**config.mk**
```make
export PLATFORM = sky130hd
export DESIGN_NAME = rcs_reader_config_status_page_regs
export DESIGN_NICKNAME = d
export VERILOG_FILES = /design/src/design/rcs_pkg.sv /design/src/design/rcs_divider_ratio.sv /design/src/design/rcs_page_mux.sv /design/src/design/rcs_reader_config_status_page_regs.sv
export SDC_FILE = /design/constraint.sdc
export NUM_CORES = 1
export LEC_CHECK = 0
export BUFFER_PORTS_ARGS = -buffer_cell sky130_fd_sc_hd__buf_2
export CORE_MARGIN = 4
export CORE_UTILIZATION = 50
export DETAILED_ROUTE_END_ITERATION = 10
export PLACE_DENSITY = 0.83
export REMOVE_ABC_BUFFERS = 1
export SETUP_SLACK_MARGIN = 0.05
export SYNTH_ARGS = -nofsm -noshare
export SYNTH_HDL_FRONTEND = slang
export SYNTH_HIERARCHICAL = 1
export SYNTH_SLANG_ARGS = --single-unit
```
**constraint.sdc**
```tcl
create_clock -name ref_clk -period 9.05 [get_ports ref_clk]
set_input_delay 0.4525 -clock ref_clk [delete_from_list [all_inputs] [get_ports ref_clk]]
set_output_delay 0.4525 -clock ref_clk [all_outputs]
set_load 0.05 [all_outputs]
```
**src/design/rcs_pkg.sv**
```systemverilog
// rcs_pkg: register offsets, field layouts, reset values and page codes for the
// reader configuration and status page register bank.
// assumes a byte-wide register space reached over a 32-bit classic wishbone bus.
package rcs_pkg;

  localparam int ADDR_W = 8;
  localparam int REG_W = 8;

  // register indexes as printed; byte address is four times the index
  localparam logic [7:0] IDX_AUX_DIV_A_LOW = 8'h1C;
  localparam logic [7:0] IDX_CHAN_COLL_TH = 8'h1D;
  localparam logic [7:0] IDX_MIXER_OPT = 8'h22;
  localparam logic [7:0] IDX_PAGE_SEL = 8'h29;
  localparam logic [7:0] IDX_STAT_2B = 8'h2B;
  localparam logic [7:0] IDX_STAT_2C = 8'h2C;
  localparam logic [7:0] IDX_STAT_2D = 8'h2D;
  // own registers: aux divider high bits and B value, divider ratio readback, command, mixer mode
  localparam logic [7:0] IDX_AUX_DIV_HI = 8'h40;
  localparam logic [7:0] IDX_AUX_RATIO_LO = 8'h41;
  localparam logic [7:0] IDX_AUX_RATIO_HI = 8'h42;
  localparam logic [7:0] IDX_COMMAND = 8'h43;
  localparam logic [7:0] IDX_MIXER_MODE = 8'h44;

  localparam logic [7:0] RST_AUX_DIV_A_LOW = 8'h18;
  localparam logic [7:0] RST_CHAN_COLL_TH = 8'h00;
  localparam logic [7:0] RST_MIXER_OPT = 8'h00;
  localparam logic [7:0] RST_PAGE_SEL = 8'h00;
  localparam logic [1:0] RST_AUX_A_HIGH = 2'h1;
  localparam logic [9:0] RST_AUX_B = 10'h118;

  localparam logic [7:0] CMD_STORE_RSSI = 8'hA8;

  localparam logic [5:0] DIV_B_MULT = 6'h20;
  localparam logic [5:0] DIV_A_MULT = 6'h21;

  localparam logic [3:0] PG_RSSI_LIVE = 4'h0;
  localparam logic [3:0] PG_RSSI_QUIET = 4'h2;
  localparam logic [3:0] PG_RSSI_PILOT = 4'h4;
  localparam logic [3:0] PG_RSSI_DATA = 4'h6;
  localparam logic [3:0] PG_RSSI_PEAK = 4'h8;
  localparam logic [3:0] PG_THR_TIME = 4'hC;
  localparam logic [3:0] PG_THR_LENGTH = 4'hD;
  localparam logic [3:0] PG_ERR_TIME = 4'hE;

  localparam int F_PICK_TH_LSB = 4;
  localparam int F_MIX_BIAS_LSB = 6;
  localparam int F_MIX_SINK_LSB = 3;
  localparam int F_BOOST_BIT = 0;
  localparam int F_LOWSUP_BIT = 1;
  localparam int F_ADC_PG_LSB = 6;
  localparam int F_LVL_PG_LSB = 4;

  localparam int DIV_RATIO_W = 16;

  typedef enum logic [1:0] {
    BUS_IDLE = 2'b00,
    BUS_ACK = 2'b01
  } rcs_bus_type;

endpackage

```
**src/design/rcs_divider_ratio.sv**
```systemverilog
// rcs_divider_ratio: registered auxiliary synthesizer division ratio.
// assumes A and B are steady register values; result lags them by one cycle.
`timescale 1ns/1ns
module rcs_divider_ratio
  import rcs_pkg::*;
(
  input wire logic ref_clk,
  input wire logic reset_n,
  input wire logic [9:0] auxDividerA,
  input wire logic [9:0] auxDividerB,
  output logic [DIV_RATIO_W-1:0] ratio
);

  typedef struct packed {
    logic [DIV_RATIO_W-1:0] ratio;
  } rcs_ratio_state_type;

  rcs_ratio_state_type state_q;
  rcs_ratio_state_type state_d;

  always_comb
  begin
    state_d = state_q;
    // N = B*32 + A*33
    // widen before multiplying so the product is not cut to the ten operand bits
    state_d.ratio = DIV_RATIO_W'(auxDividerB) * DIV_RATIO_W'(DIV_B_MULT)
      + DIV_RATIO_W'(auxDividerA) * DIV_RATIO_W'(DIV_A_MULT); // [RL2]
  end

  always_ff @(posedge ref_clk or negedge reset_n)
  begin
    if (!reset_n)
      state_q <= '0;
    else
      state_q <= state_d;
  end

  assign ratio = state_q.ratio;
endmodule // rcs_divider_ratio

```
**src/design/rcs_page_mux.sv**
```systemverilog
// rcs_page_mux: selects the content shown at the shared status addresses.
// assumes snapshot inputs are held by the measurement logic outside.
`timescale 1ns/1ns
module rcs_page_mux
  import rcs_pkg::*;
(
  input wire logic [3:0] signalStrengthPage,
  input wire logic [1:0] levelStatusPage,
  input wire logic [1:0] adcStatusPage,
  input wire logic [7:0] rssiLive,
  input wire logic [7:0] rssiQuiet,
  input wire logic [7:0] rssiPilot,
  input wire logic [7:0] rssiData,
  input wire logic [7:0] rssiPeak,
  input wire logic [7:0] thrTime,
  input wire logic [7:0] thrLength,
  input wire logic [7:0] errTime,
  input wire logic [31:0] levelPages,
  input wire logic [31:0] adcPages,
  output logic [7:0] view2B,
  output logic [7:0] view2C,
  output logic [7:0] view2D
);

  always_comb
  begin
    unique case (signalStrengthPage) // [RL10] [RL12]
      PG_RSSI_LIVE: view2B = rssiLive;
      PG_RSSI_QUIET: view2B = rssiQuiet; // [RL11]
      PG_RSSI_PILOT: view2B = rssiPilot;
      PG_RSSI_DATA: view2B = rssiData;
      PG_RSSI_PEAK: view2B = rssiPeak;
      PG_THR_TIME: view2B = thrTime;
      PG_THR_LENGTH: view2B = thrLength;
      PG_ERR_TIME: view2B = errTime;
      default: view2B = 8'h00;
    endcase
  end

  // pages indexed by the two-bit selectors
  assign view2C = levelPages[{levelStatusPage, 3'b000} +: 8]; // [RL9]
  assign view2D = adcPages[{adcStatusPage, 3'b000} +: 8]; // [RL8]

endmodule // rcs_page_mux

```
**src/design/rcs_reader_config_status_page_regs.sv**
```systemverilog
// rcs_reader_config_status_page_regs: configuration and status page register bank.
// assumes a classic wishbone master on ref_clk; status snapshots come from outside.
//
// Contract
// [RL1] aux divider A low byte stored at 1Ch, joined with two high bits.
// [RL2] aux ratio equals B times 32 plus A times 33.
// [RL3] RSSI counts for I/Q selection only above bits 7:4 of 1Dh.
// [RL4] bits 3:0 of 1Dh are the collision RSSI threshold.
// [RL5] bits 5:3 of 22h select mixer load stage current.
// [RL6] single-ended mixer: bits 2:0 form the input voltage range.
// [RL7] differential mixer: bit2 reserved, bit1 low supply, bit0 range boost.
// [RL8] page bits 7:6 choose what 2Dh returns.
// [RL9] page bits 5:4 choose what 2Ch returns.
// [RL10] codes 0000 live, 0100 pilot, 0110 data, 1000 peak at 2Bh.
// [RL11] code 0010 shows quiet RSSI captured only by command A8h.
// [RL12] codes 1100, 1101, 1110 show timing values in received bits.
// [RL13] page writes change only read content, never measurement state.
//
// Decided for this implementation: the Wishbone register port.
`timescale 1ns/1ns
module rcs_reader_config_status_page_regs
  import rcs_pkg::*;
(
  input wire logic ref_clk,
  input wire logic reset_n,
  input wire logic wb_cyc_i,
  input wire logic wb_stb_i,
  input wire logic wb_we_i,
  input wire logic [9:0] wb_adr_i,
  input wire logic [3:0] wb_sel_i,
  input wire logic [31:0] wb_dat_i,
  output logic [31:0] wb_dat_o,
  output logic wb_ack_o,
  output logic wb_err_o,
  input wire logic [7:0] rssiLive,
  input wire logic [7:0] rssiPilot,
  input wire logic [7:0] rssiData,
  input wire logic [7:0] rssiPeak,
  input wire logic [7:0] thrTime,
  input wire logic [7:0] thrLength,
  input wire logic [7:0] errTime,
  input wire logic [31:0] levelPages,
  input wire logic [31:0] adcPages,
  input wire logic singleEndedMixer,
  output logic [9:0] auxDividerA,
  output logic [9:0] auxDividerB,
  output logic [DIV_RATIO_W-1:0] auxDividerRatio,
  output logic [3:0] channelPickThreshold,
  output logic [3:0] collisionRssiThreshold,
  output logic iqRssiQualifies,
  output logic [1:0] mixerBiasTrim,
  output logic [2:0] mixerSinkCurrent,
  output logic [2:0] mixerVoltageRange,
  output logic lowSupplyBias,
  output logic mixerRangeBoost
);

  ////////////////////////////////////////////////////////////////////////////
  // state

  typedef struct packed {
    rcs_bus_type bus;
    logic [31:0] rdData;
    logic err;
    logic [7:0] auxALow;
    logic [1:0] auxAHigh;
    logic [9:0] auxB;
    logic [7:0] thresholds;
    logic [7:0] mixerOpt;
    logic [7:0] pageSel;
    logic [7:0] rssiQuiet;
    logic mixerModeSingle;
  } rcs_regs_state_type;

  rcs_regs_state_type state_q;
  rcs_regs_state_type state_d;

  logic [7:0] view2B;
  logic [7:0] view2C;
  logic [7:0] view2D;
  logic [7:0] regIndex;
  logic busReq;
  logic wrLane0;

  function automatic logic [7:0] nib_hi(input logic [7:0] v);
    return {4'h0, v[7:4]};
  endfunction

  assign regIndex = wb_adr_i[9:2];
  assign busReq = wb_cyc_i && wb_stb_i && (state_q.bus == BUS_IDLE);
  assign wrLane0 = busReq && wb_we_i && wb_sel_i[0];

  ////////////////////////////////////////////////////////////////////////////
  // register access

  always_comb
  begin
    logic known;
    logic [7:0] rd;
    known = 1'b1;
    rd = 8'h00;
    state_d = state_q;
    unique case (regIndex)
      IDX_AUX_DIV_A_LOW: rd = state_q.auxALow; // [RL1]
      IDX_CHAN_COLL_TH: rd = state_q.thresholds;
      IDX_MIXER_OPT: rd = state_q.mixerOpt;
      IDX_PAGE_SEL: rd = state_q.pageSel;
      IDX_STAT_2B: rd = view2B;
      IDX_STAT_2C: rd = view2C;
      IDX_STAT_2D: rd = view2D;
      IDX_AUX_DIV_HI: rd = {state_q.auxB[9:6], 2'b00, state_q.auxAHigh};
      IDX_AUX_RATIO_LO: rd = auxDividerRatio[7:0];
      IDX_AUX_RATIO_HI: rd = auxDividerRatio[15:8];
      IDX_COMMAND: rd = 8'h00;
      IDX_MIXER_MODE: rd = {7'h00, state_q.mixerModeSingle};
      default: known = 1'b0;
    endcase
    unique case (state_q.bus)
      BUS_IDLE:
      begin
        if (busReq)
        begin
          state_d.bus = BUS_ACK;
          state_d.err = !known;
          state_d.rdData = {24'h000000, rd};
        end
      end
      BUS_ACK:
      begin
        state_d.bus = BUS_IDLE;
        state_d.err = 1'b0;
      end
    endcase
    if (wrLane0)
    begin
      unique case (regIndex)
        IDX_AUX_DIV_A_LOW: state_d.auxALow = wb_dat_i[7:0]; // [RL1]
        IDX_CHAN_COLL_TH: state_d.thresholds = wb_dat_i[7:0]; // [RL3] [RL4]
        IDX_MIXER_OPT: state_d.mixerOpt = wb_dat_i[7:0]; // [RL5]
        IDX_PAGE_SEL: state_d.pageSel = wb_dat_i[7:0]; // [RL13]
        IDX_AUX_DIV_HI:
        begin
          state_d.auxAHigh = wb_dat_i[1:0];
          state_d.auxB[9:6] = wb_dat_i[7:4];
        end
        IDX_COMMAND:
        begin
          // quiet level is only ever captured here
          if (wb_dat_i[7:0] == CMD_STORE_RSSI)
            state_d.rssiQuiet = rssiLive; // [RL11]
        end
        IDX_MIXER_MODE: state_d.mixerModeSingle = wb_dat_i[0];
        default: state_d.auxB = state_q.auxB;
      endcase
    end
    if (wrLane0 && wb_sel_i[1] && regIndex == IDX_AUX_DIV_HI)
      state_d.auxB[5:0] = wb_dat_i[13:8];
  end

  always_ff @(posedge ref_clk or negedge reset_n)
  begin
    if (!reset_n)
    begin
      state_q <= '0;
      state_q.bus <= BUS_IDLE;
      state_q.auxALow <= RST_AUX_DIV_A_LOW;
      state_q.auxAHigh <= RST_AUX_A_HIGH;
      state_q.auxB <= RST_AUX_B;
      state_q.thresholds <= RST_CHAN_COLL_TH;
      state_q.mixerOpt <= RST_MIXER_OPT;
      state_q.pageSel <= RST_PAGE_SEL;
    end
    else
      state_q <= state_d;
  end

  assign wb_ack_o = (state_q.bus == BUS_ACK) && !state_q.err;
  assign wb_err_o = (state_q.bus == BUS_ACK) && state_q.err;
  assign wb_dat_o = state_q.rdData;

  ////////////////////////////////////////////////////////////////////////////
  // decoded fields

  assign auxDividerA = {state_q.auxAHigh, state_q.auxALow}; // [RL1]
  assign auxDividerB = state_q.auxB;
  assign channelPickThreshold = state_q.thresholds[F_PICK_TH_LSB +: 4]; // [RL3]
  assign collisionRssiThreshold = state_q.thresholds[3:0]; // [RL4]
  // I is the low nibble of the live RSSI, Q the high one
  assign iqRssiQualifies = (rssiLive[3:0] > channelPickThreshold)
    || (nib_hi(rssiLive) > {4'h0, channelPickThreshold}); // [RL3]
  assign mixerBiasTrim = state_q.mixerOpt[F_MIX_BIAS_LSB +: 2];
  assign mixerSinkCurrent = state_q.mixerOpt[F_MIX_SINK_LSB +: 3]; // [RL5]
  // the same three bits mean different things depending on the mixer in use
  assign mixerVoltageRange = singleEndedMixer ? state_q.mixerOpt[2:0] : 3'h0; // [RL6]
  assign lowSupplyBias = !singleEndedMixer && state_q.mixerOpt[F_LOWSUP_BIT]; // [RL7]
  assign mixerRangeBoost = !singleEndedMixer && state_q.mixerOpt[F_BOOST_BIT]; // [RL7]

  ////////////////////////////////////////////////////////////////////////////
  // submodules

  rcs_divider_ratio u_ratio (
    .ref_clk(ref_clk),
    .reset_n(reset_n),
    .auxDividerA(auxDividerA),
    .auxDividerB(auxDividerB),
    .ratio(auxDividerRatio)
  );

  rcs_page_mux u_pages (
    .signalStrengthPage(state_q.pageSel[3:0]),
    .levelStatusPage(state_q.pageSel[F_LVL_PG_LSB +: 2]),
    .adcStatusPage(state_q.pageSel[F_ADC_PG_LSB +: 2]),
    .rssiLive(rssiLive),
    .rssiQuiet(state_q.rssiQuiet),
    .rssiPilot(rssiPilot),
    .rssiData(rssiData),
    .rssiPeak(rssiPeak),
    .thrTime(thrTime),
    .thrLength(thrLength),
    .errTime(errTime),
    .levelPages(levelPages),
    .adcPages(adcPages),
    .view2B(view2B),
    .view2C(view2C),
    .view2D(view2D)
  );
endmodule // rcs_reader_config_status_page_regs

```
**Yosys cells after proc, flatten, opt, wreduce, memory -nomap -nowiden**

Cells that the tools add are included.
W data, S select, Z words.

- Register bits: 80
- Bits of input ports: 172
- Output and inout bits: 89
- Word-level logic and storage cells: 74

- Add/subtract/negate cells: 1
- $mul: 1
- Order comparisons: 2
- Equal/unequal tests: 22
- Shifts and indexed selects: 2
- Mux-type cells: 8
- Reductions and logical operators: 25

Operator list:

| cell | number |
|---|---|
| $pmux W8 S11 | 1 |
| $pmux W8 S8 | 1 |
| $shiftx A32 B6 Y8 | 2 |
| $eq A8 B6 Y1 const B | 5 |
| $eq A8 B7 Y1 const B | 5 |
| $mux W35 | 1 |
| $add A15 B16 Y16 | 1 |
| $eq A4 B4 Y1 const B | 4 |
| $eq A8 B5 Y1 const B | 2 |
| $mul A10 B6 Y16 const B | 1 |
| $reduce_and A2 Y1 | 7 |
| $reduce_or A12 Y1 | 1 |
| $logic_and A1 B1 Y1 | 10 |
| $eq A4 B3 Y1 const B | 2 |
| $eq A8 B8 Y1 const B | 1 |
| $gt A4 B4 Y1 | 2 |
| $mux W6 | 1 |
| $eq A4 B2 Y1 const B | 1 |
| $logic_not A4 Y1 | 1 |
| $pmux W2 S2 | 1 |
| $logic_not A1 Y1 | 3 |
| $mux W3 | 1 |
| $reduce_and A3 Y1 | 1 |
| $eq A2 B1 Y1 const B | 1 |
| other kinds (5) | 5 |

**Depth between registers and ports, before layout**

- Depth after elaboration: 7
- Mapped depth: 11
- Depth with buffers taken out: 11

**Cells and area by module**

The synthesis kept the hierarchy.

By module, submodules not included:

| module | instances | cells each | area an instance (um^2) | seq. area each (um^2) |
|---|---|---|---|---|
| rcs_reader_config_status_page_regs | 1 | 373 | 4048.9 | 1584.0 |
| rcs_divider_ratio | 1 | 97 | 1144.8 | 400.4 |
| rcs_page_mux | 1 | 86 | 960.9 | 0.0 |

**Worst setup path before layout**

Ideal clock, no wire load.

- Kind: register to register
- Start: register state_q, in the netlist auxDividerA[3]
- End: register u_ratio.state_q, in the netlist u_ratio/ratio[15]
- Setup time: 80 ps
- Arrival: 2901 ps
- Data required time: 8970 ps
- Path slack: 6069 ps
- Stages on the path, launching flop included: 12
- Path buffers: 0
- Clock period less this slack: 2981 ps
- Cell sequence: dfstp_2 ha_1 ha_1 inv_1 fa_1 inv_1 ha_1 and3_4 a2111oi_4 o21ai_1 a21oi_1 xnor2_1

RTL lines:

| element | RTL line | text |
|---|---|---|
| start: declaration | rcs_reader_config_status_page_regs.sv:75 | `rcs_regs_state_type state_q;` |
| start signal: assignment | rcs_reader_config_status_page_regs.sv:174 | `state_q <= state_d;` |
| end signal: assignment | rcs_divider_ratio.sv:35 | `state_q <= state_d;` |
| end: declaration | rcs_divider_ratio.sv:18 | `rcs_ratio_state_type state_q;` |

==> impl_metrics.tcl <==
set metrics [dict create \
    fp-row-count 40 \
    reg2reg_to "u_ratio/ratio[15]$_DFF_PN0_" \
    yosysTopAreaCell "dfrtp_1" \
    syn_area_um2 6150 \
    startpoint "auxDividerA[8]$_DFFE_PN1P_" \
    r2r-start "auxDividerA[8]$_DFFE_PN1P_" \
    setup_tns_ns 0 \
    fin_nets 926 \
    antenna_left 0 \
    fin_skew_ns 0.00939 \
    htreeDepth 3 \
    wirelength_mm 19.0 \
    ctsRootBufferMaster "clkbuf_16" \
    final_hold_viol_count 0 \
    r2r_slack_ns 5.77 \
    slowest_delay_ns 0.61 \
    yosys_warnings 6 \
    cts_tree "built" \
    post_dp_cell_area_um2 6890 \
    seq_area_um2 1980 \
    syn_area_per_cell_um2 11.1 \
    p_per_area_nw_per_um2 122 \
    drive_gt1_frac 0.491 \
    synth_edf_count 0 \
    cp_num_buf_inv 2 \
    cts_setup_buffers 0 \
    synth_area_leaders "dfrtp_1 (30%), mux2_2 (14%), buf_4 (8.1%), ha_1 (6.5%), mux4_2 (5.9%)" \
    grt_pass1_wl_mm 29.6 \
    critPathKind "reg -> reg" \
    critical_path_depth 11 \
    via_count 5161 \
    grt.overflow.total 0 \
    port_buffers 214 \
    numCtsBuffers 9 \
    core_region_area_um2 12000 \
    antenna_found_initial 0 \
    ff2ff_path_depth 11 \
    slew_viol_final 0 \
    min_period_ns 3.28 \
    clk_pin_slew_ns 0.06 \
    wl_per_cell_um 21.9 \
    cts.sinks 79 \
    drt_iter0_drc 497 \
    cts_resized 0 \
    crit_path_max_fanout 5 \
    clk_path_buf_depth 2 \
    startpoint_type "register" \
    die_width_um 119 \
    start_util 0.512 \
    final_area_um2 7200 \
    syn_to_final_growth_pct 17.0 \
    finalSetupViolCount 0 \
    clk_latency_ns 0.34 \
    crit_path_frequent_cell "ha_1" \
    synth_top_cell_area_share 0.297 \
    synth_cell_types 71 \
    ys_seq_area_frac 0.322 \
    path_cells "ha_1 > ha_1 > inv_1 > fa_1 > inv_1 > ha_1 > and3_4 > a2111oi_4 > o21ai_1 > a21oi_1 > xnor2_1" \
    worst_hold_slack_ns 0.268 \
    track_usage 0.266 \
    n_fill_cell 1003 \
    synth_ff_type "dfrtp_1" \
    diodes 0 \
    fp.dieArea_um2 14100 \
    crit_family "adder cells" \
    via_per_inst 5.95 \
    dieHeight_um 119 \
    multi_input_area_um2 3530 \
    grt_pass1_vias 5423 \
    status "finished, final reports clean" \
    drc 0 \
    clock.fmax_ghz 0.305 \
    synth_seq_cells 79 \
    cp_slowest_cell "dfstp_2" \
    peakVddDrop_mv 0.0935 \
    worstMarginPinSlew_ns 0.989 \
    cap_viol_max_count 0 \
    cts_hold_buf 0 \
    hp-class "in -> async" \
    async_reset_ff_frac 1.00 \
    syn_inst 556 \
    cp.required_ns 9.31 \
    end_kind "register" \
    leakage_uw 0.00372 \
    place.gp.congestion 1.04 \
    crit_arrival_ns 3.53 \
    period_share 0.362 \
    io_pins 261 \
    rsz0062_at_grt "false" \
    post-route-util 0.599 \
    grt_max_degree 80 \
    max_slew_margin 0.341 \
    detailed_place_hpwl_mm 15.1 \
    first_pass_iters 6 \
]
==> synth_stat cells (4+ instances only) <==
master and n:
a22oi_1 22, inv_1 29, o21ai_0 4, a211o_1 4
dfstp_2 6, buf_2 11, fa_1 6, nand4_1 4
mux2i_1 13, o211ai_1 7, mux2_2 78, mux4_2 16
o21ai_1 4, a21oi_1 17, and2_1 6, nor2b_1 7
a221oi_1 5, ha_1 32, a32oi_1 9, nor2_1 20
clkbuf_1 4, buf_4 66, nor3_1 6, xnor2_1 9
nand2_1 22, dfrtp_1 73
==> metrics by stage <==
step	std cells	total power (µW)	setup slack [ns]
global route	868	906	5.60
finish	868	875	5.77
global placement	852	495	5.89
detailed placement	852	499	5.82
CTS	868	879	5.79
floorplan	490	434	5.84
==> area by class of cell <==
cell class | instances | area share
clock inverter | 6 | 0.0103
sequential | 79 | 0.276
timing repair buffer | 215 | 0.150
inverter | 29 | 0.0151
tap | 147 | 0.0256
clock buffer | 10 | 0.0332
multi-input combinational | 382 | 0.490
==> power breakdown <==
group	total [µW]	internal, µW	leakage (µW)	switching [µW]
Sequential	360	356	0.00108	3.93
Combinational	135	50.5	0.00249	84.3
Clock	380	225	0.000154	155
==> worst reg2reg max path, delay by kind of cell (launching register included) <==
kind	cells	cell delay (ns)
adder cells (fa/ha/maj)	4	1.38
XOR/XNOR	1	0.13
AO/OA/AOI/OAI	3	0.79
flip-flops	1	0.61
buffers and inverters	2	0.09
AND/OR/NAND/NOR	1	0.20
==> state kept, by name, summed over array words and instances (netlist names) <==
register	flops
collisionRssiThreshold	4
channelPickThreshold	4
u_ratio/ratio	16
auxDividerB	10
state_q	22
mixerSinkCurrent	3
mixerBiasTrim	2
wb_dat_o	8
auxDividerA	10
==> metal layers <==
metal  GRT usage  up-vias  wire length [µm]
met1       0.328     2479              7190
met3      0.0698       47              1940
met4      0.0876        0               488
li1            -     2298                 -
met5           0        -                 0
met2       0.455      337              9400
==> placed cells by master (no fill, tap or decap), types with 7 or more instances in the layout <==
cell type / synthesis / final
buf_2: 11 / 213
a32oi_1: 9 / 9
nand2_1: 22 / 22
ha_1: 32 / 32
nor2_1: 20 / 20
mux4_2: 16 / 16
clkbuf_16: 0 / 9
mux2i_1: 13 / 13
conb_1: 1 / 24
nor2b_1: 7 / 7
mux2_2: 78 / 78
o211ai_1: 7 / 7
inv_1: 29 / 29
a22oi_1: 22 / 22
xnor2_1: 9 / 9
a21oi_1: 17 / 17
dfrtp_1: 73 / 73
==> cells by family (layout without fill, tap and decap cells) <==
family	Yosys count	after routing	share of synthesized area
and+or+nand+nor	102	102	0.107
muxes	111	111	0.232
xor gates and xnor gates	10	10	0.0142
adders and majority gates	38	38	0.0846
AOI/OAI and AO/OA	97	97	0.122
other	1	24	0.000609
DFF	79	79	0.322
buffers and inverters	118	260	0.119
==> how the worst max path moves through the flow <==
stage / endpoint / slack (ns)
2_1_floorplan: u_ratio/ratio[15]$_DFF_PN0_ / 5.84
3_3_place_gp: u_ratio/ratio[15]$_DFF_PN0_ / 5.89
3_5_place_dp: u_ratio/ratio[15]$_DFF_PN0_ / 5.82
4_1_cts: u_ratio/ratio[15]$_DFF_PN0_ / 5.79
5_1_grt: u_ratio/ratio[15]$_DFF_PN0_ / 5.60
6_report: u_ratio/ratio[15]$_DFF_PN0_ / 5.77
(Power assumes the default switching activity.)
